`config.mk`:
```
export PLATFORM = sky130hd
export DESIGN_NAME = ebr_top
export DESIGN_NICKNAME = d
export VERILOG_FILES = /design/src/inc/ebr_pkg.sv /design/src/ebr_top.sv /design/src/ebr_wait_counter.sv /design/src/ebr_region_select.sv
export SDC_FILE = /design/constraint.sdc
export NUM_CORES = 1
export LEC_CHECK = 0
export BUFFER_PORTS_ARGS = -buffer_cell sky130_fd_sc_hd__clkbuf_2
export CAP_MARGIN = 15
export CORE_UTILIZATION = 50
export CTS_BUF_LIST = sky130_fd_sc_hd__clkbuf_8
export DETAILED_ROUTE_END_ITERATION = 7
export PLACE_DENSITY = 0.9
export SLEW_MARGIN = 0
export SYNTH_ARGS = -nofsm -noshare
export SYNTH_HDL_FRONTEND = slang
export SYNTH_HIERARCHICAL = 1
export SYNTH_SLANG_ARGS = --single-unit
export TNS_END_PERCENT = 1
```
`constraint.sdc`:
```
create_clock -name clk -period 3.2 [get_ports clk]
set_input_delay 0.48 -clock clk [delete_from_list [all_inputs] [get_ports clk]]
set_output_delay 0.48 -clock clk [all_outputs]
set_load 0.005 [all_outputs]
```
`src/inc/ebr_pkg.sv`:
```
// Constants for the external bus region timing block: register map,
// field positions, reset values, timing counts and the cycle state type.
// Assumes a 250 MHz clock in which one clock period is one half CPU period.
package ebr_pkg;
  localparam int NUM_REGIONS = 5;
  // Register map, byte addresses on the APB.
  localparam logic [15:0] ADDR_REGION_BASE = 16'hF000;
  localparam logic [15:0] ADDR_REGION_STEP = 16'h0004;
  localparam logic [15:0] ADDR_RESET_LATCH = 16'hF108;
  // Fields of bus_region_config.
  localparam int F_WAIT_LSB = 0;
  localparam int F_CMD_DELAY = 4;
  localparam int F_TRISTATE = 5;
  localparam int F_TYPE_LSB = 6;
  localparam int F_LATCH_LEN = 9;
  localparam int F_ACTIVE = 10;
  localparam int F_RDY_EN = 12;
  localparam int F_RDY_POL = 13;
  localparam int F_RD_GATED = 14;
  localparam int F_WR_GATED = 15;
  localparam logic [15:0] REGION_WRITE_MASK = 16'hF6FF;
  localparam logic [15:0] REGION_RESET = 16'h0000;
  // Fields of reset_bus_config_latch.
  localparam int L_WRC = 0;
  localparam int L_SELECT_LINE_COUNT_LSB = 1;
  localparam int L_SEG_LSB = 3;
  localparam int L_CLK_LSB = 5;
  localparam int CFG_TYPE_LSB = 6;
  localparam logic [7:0] LATCH_RESET = 8'hFF;
  // Bus type encodings.
  localparam logic [1:0] BT_DEMUX8 = 2'h0;
  localparam logic [1:0] BT_MUX8 = 2'h1;
  localparam logic [1:0] BT_DEMUX16 = 2'h2;
  localparam logic [1:0] BT_MUX16 = 2'h3;
  // Timing counts in clock cycles.
  localparam logic [3:0] WAIT_FIELD_MAX = 4'hF;
  localparam logic [5:0] HALF_PERIOD_CLKS = 6'h01;
  localparam logic [5:0] WAIT_STATE_CLKS = 6'h02;
  localparam logic [5:0] CMD_BASE_CLKS = 6'h02;
  typedef enum logic [2:0] {
    ST_IDLE, ST_LATCH, ST_DELAY, ST_CMD, ST_READY, ST_TRIS
  } ebr_state_t;
endpackage

```
`src/ebr_top.sv`:
```
// External bus controller with per-region timing over an APB register port.
// Assumes synchronous pins, a 250 MHz clock and an outside window decoder.
//
// Overview of operation
// (RULE_01) Memory wait states equal fifteen minus the four-bit wait field.
// (RULE_02) Command delay bit 0 delays command one half period after strobe.
// (RULE_03) Tristate bit 0 adds one tristate wait state; 1 adds none.
// (RULE_04) Two-bit type field selects 8/16-bit, multiplexed or demultiplexed bus.
// (RULE_05) Region zero loads its bus type from configuration pins at reset.
// (RULE_06) Strobe lengthening bit 1 gives a lengthened address-latch strobe.
// (RULE_07) Bus cycles run only for active regions inside their window.
// (RULE_08) Ready enable 0 ends cycles by wait count; 1 by ready input.
// (RULE_09) Ready polarity bit 0 means low active; 1 means high active.
// (RULE_10) Read gating bit 1 limits chip select to the read command.
// (RULE_11) Write gating bit 1 limits chip select to write command strobes.
// (RULE_12) Latched write-config bit 0 turns write and byte pins into strobes.
// (RULE_13) Segment line field sets four, none, eight or two segment lines.
// (RULE_14) Reset latch captures configuration pins every reset; read-only.
// (RULE_15) Clock select bits reload only during a long hardware reset.
// (RULE_16) Each access uses the single matching region configuration.
//
// Design decision made here: the APB interface to the registers.
`timescale 1ns/1ns
module ebr_top
  import ebr_pkg::*;
(
  // Clock and reset.
  input wire logic clk,
  input wire logic resetn,
  // APB slave.
  input wire logic psel,
  input wire logic penable,
  input wire logic pwrite,
  input wire logic [15:0] paddr,
  input wire logic [31:0] pwdata,
  output logic [31:0] prdata,
  output logic pready,
  output logic pslverr,
  // Reset straps.
  input wire logic [7:0] configurationPort,
  input wire logic longReset,
  // Access request from the core.
  input wire logic accReq,
  input wire logic accWrite,
  input wire logic [1:0] accByteEn,
  input wire logic [23:0] accAddr,
  input wire logic [15:0] accWdata,
  input wire logic [NUM_REGIONS-1:0] regionHit,
  output logic accDone,
  output logic accRefused,
  output logic [15:0] accRdata,
  // External bus pins.
  output logic latchStrobe,
  output logic readCmdN,
  output logic writeCmdN,
  output logic upperByteEnableN,
  output logic [NUM_REGIONS-1:0] chipSelectN,
  output logic [23:0] addrOut,
  output logic [15:0] adOut,
  output logic adOe,
  input wire logic [15:0] adIn,
  input wire logic readyPin,
  output logic [1:0] busTypeOut,
  output logic [3:0] segmentLines,
  output logic [1:0] selectLineCount,
  output logic [2:0] clockMultiplierSelect
);
  logic [15:0] regionCfg_reg [NUM_REGIONS];
  logic [4:0] resetLatch_reg;
  logic [2:0] clock_multiplier_select_reg;
  logic captured_reg;
  logic [31:0] prdata_reg;
  logic pslverr_reg;
  ebr_state_t state_reg;
  ebr_state_t state_next;
  logic [15:0] cycCfg_reg;
  logic [2:0] cycRegion_reg;
  logic cycWrite_reg;
  logic [1:0] cycByteEn_reg;
  logic [23:0] addr_reg;
  logic [15:0] wdata_reg;
  logic [15:0] rdata_reg;
  logic done_reg;
  logic refused_reg;
  logic [16*NUM_REGIONS-1:0] cfgFlat;
  logic [2:0] selIndex;
  logic [15:0] selCfg;
  logic cntLoad;
  logic [5:0] cntValue;
  logic cntDone;
  logic readyActive;
  logic cmdOn;
  logic csOn;
  logic busy;
  logic byteStrobeMode;
  logic setupPhase;
  logic accessPhase;
  logic [2:0] regIdx;
  logic regHit;
  logic latchHit;

  // Command phase length including programmed wait states.
  function automatic logic [5:0] cmd_clks(input logic [15:0] cfg);
    logic [5:0] waits;
    waits = 6'(WAIT_FIELD_MAX - cfg[F_WAIT_LSB +: 4]);
    return CMD_BASE_CLKS + 6'(waits * WAIT_STATE_CLKS);
  endfunction

  // Number of segment address lines for a segment field encoding.
  function automatic logic [3:0] seg_lines(input logic [1:0] code);
    case (code)
      2'h0: return 4'h4;
      2'h1: return 4'h0;
      2'h2: return 4'h8;
      default: return 4'h2;
    endcase
  endfunction

  // APB decode.
  assign setupPhase = psel && !penable;
  assign accessPhase = psel && penable;
  assign regIdx = 3'((paddr - ADDR_REGION_BASE) >> 2);
  assign regHit = (paddr >= ADDR_REGION_BASE) && (paddr[1:0] == 2'h0)
    && (paddr < ADDR_REGION_BASE + 16'(NUM_REGIONS) * ADDR_REGION_STEP);
  assign latchHit = (paddr == ADDR_RESET_LATCH);
  assign pready = 1'b1;
  assign prdata = prdata_reg;
  assign pslverr = pslverr_reg;

  // Read data and error are prepared in the setup cycle so that the
  // access phase always completes with no wait state.
  always_ff @(posedge clk or negedge resetn)
  begin
    if (!resetn)
    begin
      prdata_reg <= 32'h00000000;
      pslverr_reg <= 1'b0;
    end
    else if (setupPhase)
    begin
      prdata_reg <= 32'h00000000;
      pslverr_reg <= !(regHit || latchHit) || (latchHit && pwrite); // [RULE_14]
      if (!pwrite && regHit)
        prdata_reg <= {16'h0000, regionCfg_reg[regIdx]};
      else if (!pwrite && latchHit)
        prdata_reg <= {24'h000000, clock_multiplier_select_reg, resetLatch_reg};
    end
  end

  // Region configuration registers; region zero takes its type from pins.
  always_ff @(posedge clk or negedge resetn)
  begin
    if (!resetn)
    begin
      for (int i = 0; i < NUM_REGIONS; i++)
        regionCfg_reg[i] <= REGION_RESET;
    end
    else if (!captured_reg)
      regionCfg_reg[0][F_TYPE_LSB +: 2] <=
        configurationPort[CFG_TYPE_LSB +: 2]; // [RULE_05]
    else if (accessPhase && pwrite && regHit)
      regionCfg_reg[regIdx] <= pwdata[15:0] & REGION_WRITE_MASK;
  end

  // The strap pins cannot feed the asynchronous reset, so they are caught
  // at the first edge after its release.
  always_ff @(posedge clk or negedge resetn)
  begin
    if (!resetn)
    begin
      resetLatch_reg <= LATCH_RESET[L_CLK_LSB-1:0];
      captured_reg <= 1'b0;
    end
    else if (!captured_reg)
    begin
      captured_reg <= 1'b1;
      resetLatch_reg <= configurationPort[L_CLK_LSB-1:0]; // [RULE_14]
    end
  end

  // Clock select must survive a short reset, so it has no reset of its
  // own; it stays unknown until the first long reset has been seen.
  always_ff @(posedge clk)
  begin
    if (!captured_reg && longReset)
      clock_multiplier_select_reg <= configurationPort[7:L_CLK_LSB]; // [RULE_15]
  end

  assign byteStrobeMode = !resetLatch_reg[L_WRC]; // [RULE_12]
  assign segmentLines = seg_lines(resetLatch_reg[L_SEG_LSB +: 2]); // [RULE_13]
  assign selectLineCount = resetLatch_reg[L_SELECT_LINE_COUNT_LSB +: 2];
  assign clockMultiplierSelect = clock_multiplier_select_reg;

  always_comb
  begin
    for (int i = 0; i < NUM_REGIONS; i++)
      cfgFlat[16*i +: 16] = regionCfg_reg[i];
  end

  ebr_region_select u_select (
    .regionHit(regionHit),
    .regionCfgFlat(cfgFlat),
    .regionIndex(selIndex),
    .regionCfg(selCfg)
  );

  ebr_wait_counter u_counter (
    .clk(clk),
    .resetn(resetn),
    .load(cntLoad),
    .loadValue(cntValue),
    .done(cntDone)
  );

  assign readyActive = cycCfg_reg[F_RDY_POL] ? readyPin : !readyPin; // [RULE_09]

  // Cycle sequencer and the counter loads for each phase.
  always_comb
  begin
    state_next = state_reg;
    cntLoad = 1'b0;
    cntValue = 6'h00;
    case (state_reg)
      ST_IDLE:
      begin
        if (accReq && selCfg[F_ACTIVE]) // [RULE_07]
        begin
          state_next = ST_LATCH;
          cntLoad = 1'b1;
          cntValue = selCfg[F_LATCH_LEN] ? HALF_PERIOD_CLKS : 6'h00; // [RULE_06]
        end
      end
      ST_LATCH:
      begin
        if (cntDone)
        begin
          cntLoad = 1'b1;
          if (!cycCfg_reg[F_CMD_DELAY]) // [RULE_02]
          begin
            state_next = ST_DELAY;
            cntValue = HALF_PERIOD_CLKS - 6'h01;
          end
          else
          begin
            state_next = ST_CMD;
            cntValue = cmd_clks(cycCfg_reg) - 6'h01; // [RULE_01]
          end
        end
      end
      ST_DELAY:
      begin
        if (cntDone)
        begin
          state_next = ST_CMD;
          cntLoad = 1'b1;
          cntValue = cmd_clks(cycCfg_reg) - 6'h01; // [RULE_01]
        end
      end
      ST_CMD:
      begin
        if (cntDone)
        begin
          if (cycCfg_reg[F_RDY_EN]) // [RULE_08]
            state_next = ST_READY;
          else if (!cycCfg_reg[F_TRISTATE]) // [RULE_03]
          begin
            state_next = ST_TRIS;
            cntLoad = 1'b1;
            cntValue = WAIT_STATE_CLKS - 6'h01;
          end
          else
            state_next = ST_IDLE;
        end
      end
      ST_READY:
      begin
        if (readyActive) // [RULE_08]
        begin
          if (!cycCfg_reg[F_TRISTATE]) // [RULE_03]
          begin
            state_next = ST_TRIS;
            cntLoad = 1'b1;
            cntValue = WAIT_STATE_CLKS - 6'h01;
          end
          else
            state_next = ST_IDLE;
        end
      end
      ST_TRIS:
      begin
        if (cntDone)
          state_next = ST_IDLE;
      end
      default:
        state_next = ST_IDLE;
    endcase
  end

  always_ff @(posedge clk or negedge resetn)
  begin
    if (!resetn)
      state_reg <= ST_IDLE;
    else
      state_reg <= state_next;
  end

  // Per-cycle copy of the governing configuration and the request.
  always_ff @(posedge clk or negedge resetn)
  begin
    if (!resetn)
    begin
      cycCfg_reg <= REGION_RESET;
      cycRegion_reg <= 3'h0;
      cycWrite_reg <= 1'b0;
      cycByteEn_reg <= 2'h0;
      addr_reg <= 24'h000000;
      wdata_reg <= 16'h0000;
    end
    else if (state_reg == ST_IDLE && accReq)
    begin
      cycCfg_reg <= selCfg; // [RULE_16]
      cycRegion_reg <= selIndex;
      cycWrite_reg <= accWrite;
      cycByteEn_reg <= accByteEn;
      addr_reg <= accAddr;
      wdata_reg <= accWdata;
    end
  end

  // Completion, refusal and read data capture.
  always_ff @(posedge clk or negedge resetn)
  begin
    if (!resetn)
    begin
      done_reg <= 1'b0;
      refused_reg <= 1'b0;
      rdata_reg <= 16'h0000;
    end
    else
    begin
      done_reg <= busy && state_next == ST_IDLE;
      refused_reg <= state_reg == ST_IDLE && accReq
        && !selCfg[F_ACTIVE]; // [RULE_07]
      if (!cycWrite_reg && cmdOn && state_next != state_reg
          && state_next != ST_CMD)
        rdata_reg <= adIn;
    end
  end

  assign accDone = done_reg;
  assign accRefused = refused_reg;
  assign accRdata = rdata_reg;

  // Pin decode from the sequencer state.
  assign busy = state_reg != ST_IDLE;
  assign cmdOn = state_reg == ST_CMD || state_reg == ST_READY;
  assign latchStrobe = state_reg == ST_LATCH;
  assign readCmdN = !(cmdOn && !cycWrite_reg);

  always_comb
  begin
    csOn = busy && state_reg != ST_TRIS;
    if (!cycWrite_reg && cycCfg_reg[F_RD_GATED])
      csOn = cmdOn; // [RULE_10]
    if (cycWrite_reg && cycCfg_reg[F_WR_GATED])
      csOn = cmdOn; // [RULE_11]
    chipSelectN = '1;
    chipSelectN[cycRegion_reg] = !csOn;
  end

  // In byte strobe mode the write pin strobes the low byte and the upper
  // byte pin strobes the high byte; otherwise they keep their usual roles.
  always_comb
  begin
    if (byteStrobeMode) // [RULE_12]
    begin
      writeCmdN = !(cmdOn && cycWrite_reg && cycByteEn_reg[0]);
      upperByteEnableN = !(cmdOn && cycWrite_reg && cycByteEn_reg[1]);
    end
    else
    begin
      writeCmdN = !(cmdOn && cycWrite_reg);
      upperByteEnableN = !(busy && cycByteEn_reg[1]
        && cycCfg_reg[F_TYPE_LSB + 1]);
    end
  end

  // A multiplexed bus carries the address on the data lines while the
  // latch strobe is high; on an 8-bit bus the write data only uses the low byte lane.
  assign busTypeOut = cycCfg_reg[F_TYPE_LSB +: 2]; // [RULE_04]
  assign addrOut = addr_reg;
  always_comb
  begin
    adOe = 1'b0;
    adOut = 16'h0000;
    if (latchStrobe && (busTypeOut == BT_MUX8 || busTypeOut == BT_MUX16))
    begin
      adOe = 1'b1;
      adOut = addr_reg[15:0]; // [RULE_04]
    end
    else if (cmdOn && cycWrite_reg)
    begin
      adOe = 1'b1;
      adOut = (busTypeOut == BT_DEMUX8 || busTypeOut == BT_MUX8)
        ? {8'h00, wdata_reg[7:0]} : wdata_reg;
    end
  end

  // Helper count of command cycles for checking.
  logic [5:0] cmdCount_reg;
  always_ff @(posedge clk or negedge resetn)
  begin
    if (!resetn)
      cmdCount_reg <= 6'h00;
    else if (state_reg == ST_CMD)
      cmdCount_reg <= cmdCount_reg + 6'h01;
    else
      cmdCount_reg <= 6'h00;
  end
endmodule

```
`src/ebr_wait_counter.sv`:
```
// Down counter that times the latch, delay, command and tristate phases of an external bus cycle.
// Assumes one clock and an asynchronous active-low reset.
`timescale 1ns/1ns
module ebr_wait_counter
  import ebr_pkg::*;
(
  // Clock and reset.
  input wire logic clk,
  input wire logic resetn,
  // Load and status.
  input wire logic load,
  input wire logic [5:0] loadValue,
  output logic done
);
  logic [5:0] count_reg;

  always_ff @(posedge clk or negedge resetn)
  begin
    if (!resetn)
      count_reg <= 6'h00;
    else if (load)
      count_reg <= loadValue;
    else if (count_reg != 6'h00)
      count_reg <= count_reg - 6'h01;
  end

  assign done = (count_reg == 6'h00);
endmodule

```
`src/ebr_region_select.sv`:
```
// Picks the one region configuration that governs an access.
// Assumes the address window decoder outside gives one hit bit per region.
`timescale 1ns/1ns
module ebr_region_select
  import ebr_pkg::*;
(
  // Window hits and configurations.
  input wire logic [NUM_REGIONS-1:0] regionHit,
  input wire logic [16*NUM_REGIONS-1:0] regionCfgFlat,
  // Selected region.
  output logic [2:0] regionIndex,
  output logic [15:0] regionCfg
);
  // Region zero takes every access that no other window claims.
  always_comb
  begin
    regionIndex = 3'h0;
    for (int i = NUM_REGIONS - 1; i >= 1; i--)
    begin
      if (regionHit[i])
        regionIndex = 3'(i);
    end
    regionCfg = regionCfgFlat[16*regionIndex +: 16];
  end
endmodule

```
==> results.md <==
* P per Cell Area at about 600 nW/µm²
* IO Port Bufs at 201
* Total GRT Usage at 25.9%
* Global route overflow at 0
* Vias in the first global route at between 7000 and 8000
* Worst Tran Pin Value at 0.703 ns
* Multi-input gate area at around 4600 µm²
* Final hold vios at 0
* Final setup viols at 0
* Max IR drop VDD at 0.000337 V
* # rows at 50
* Starting Density at 51.0%
* CTS tree: built
* Clk buf depth at 2
* Final non-filler cell total at 1280
* CP startpoint kind: register
* Largest net degree at the start of global routing at 68
* Reg clk slew, reported paths at 0.10 ns
* Min Tclk post-route at 2.91 ns
* Drt wl/cell at 19.7 µm
* Hpwl dp at 17600 µm
* Fmax at 343 MHz
* Via density at 6.08
* Leading cell type in the layout, fill and taps excluded: clkbuf_2
* Area Growth Syn to Fin at 16.4%
* Max transition margin at 53.1%
* Status: finished clean
* # nets final at around 1200
* Core ar. at 18800 µm²
* Root buffer cell: clkbuf_8
* RSZ-0062 raised after global routing: false
* Post-route setup TNS at 0 ns
* Ant diodes at 0
* Iteration count of the initial detailed-routing pass at 5
* WL final at 25200 µm
* Global-route wire length before repair at 40000 µm
* Fill cell count at 1488
* Max-cap violations at 0
* Die X at ~140 µm
* Mapped Cells at 850
* H-tree depth at 4
* Arrival @ worst endpoint at approximately 2.4 ns
* Fin. max-slew vios at 0
* Via count at a little under 8000
* CP Max Fanout at 10
* Hold slack at 0.186 ns
* Register area at between 4000 and 5000 µm²
* Clock Latency Late Sink at 0.48 ns
* CP required at between 2 and 3 ns
* Leak at 5.23 nW
* Share of cells above drive strength 1 at 42.7%
* CTS Sinks at 179
* Initial antenna violation count at 3
* Die area at 19700 µm²
* Post-Syn Area at between 9000 and 10000 µm²
* Synth Area per Inst at roughly 11 µm²
* Final setup margin at between 0.2 and 0.3 ns
* Commonest cells after routing, fill and taps aside: 200 x clkbuf_2, 171 x dfrtp_1, 144 x mux2_2, 42 x nand2_1, 38 x nand3_1
* Clk_skew at 0.0147 ns
* Crit end category: output pin
* Number of I/O pins at 241
* Crit share post-route at approximately nine tenths
* Hold/Removal Path Class: input port to register
* DR DRC count at 0
* Kind of critical path: register to output pin
* Final GP Congestion at 0.827
* DIE HEIGHT at approximately 140 µm
* Ys Warns at 6
* Initial DRC count at 733
* Overall power consumption at 6.74 mW
* Cts bufs inserted at 17
* Post_cts resized at 0
* Number of flip-flops under the largest register name at 70
* Placed cells at approximately 1200
* Final ANT Viol Nets at 0
* DP Worst Slack at 0.375 ns
worst max-delay path: stages (launching register included):
cell      delay (ns)
dfrtp_1         0.39
or3b_2          0.55
a21boi_1        0.16
buf_4           0.21
and2_1          0.34
a22o_1          0.19
clkbuf_2        0.12
power breakdown:
group	switching [mW]	internal, mW	total, mW
Clock	0.896	0.636	1.53
Combinational	1.09	1.03	2.12
Sequential	0.373	2.72	3.09
Total	2.36	4.39	6.74
metrics by stage:
step / instance area [µm²] / util [%]
after global routing: 11200 / 59.4
after floorplan: 9650 / -
after detailed placement: 10800 / 57.3
after global placement: 10800 / 57.3
final: 11200 / 59.4
after CTS: 11200 / 59.4
final timing paths:
| check | startpoint | end | slack [ns] | cells past startpoint |
|---|---|---|---|---|
| max in group asynchronous | resetn | resetLatch_reg[1] | 1.87 | 3 |
| min in group asynchronous | resetn | addrOut[10] | 0.48 | 2 |
| worst min-delay path | configurationPort[5] | clockMultiplierSelect[0] | 0.19 | 1 |
| worst max-delay path | state_reg[0] | adOut[12] | 0.29 | 6 |
| worst max register to register | u_counter/count_reg[0] | u_counter/count_reg[1] | 0.30 | 11 |
| worst min register to register | prdata[15] | prdata[15] | 0.49 | 2 |
final cells by class:
type,count,area share [%]
clock inverters,15,1.35
well taps,234,2.63
flip-flops and latches,179,40.4
clock buffers,17,2.10
repair buffers,238,11.8
inverters,26,0.875
multi-input cells,571,40.9
timing repair:
item | CTS | global route
hold buffers | 1 | 0
setup buffers | 0 | 0
endpoints found under the hold margin | 40 | 0
layer usage:
layer / share of wire [%] / GRT usage, %
met1: 39 / 31.2
met2: 50 / 43.2
met3: 7.1 / 6.63
met4: 3.4 / 12.4
met5: 0.16 / 0
(Power assumes the default switching activity.)
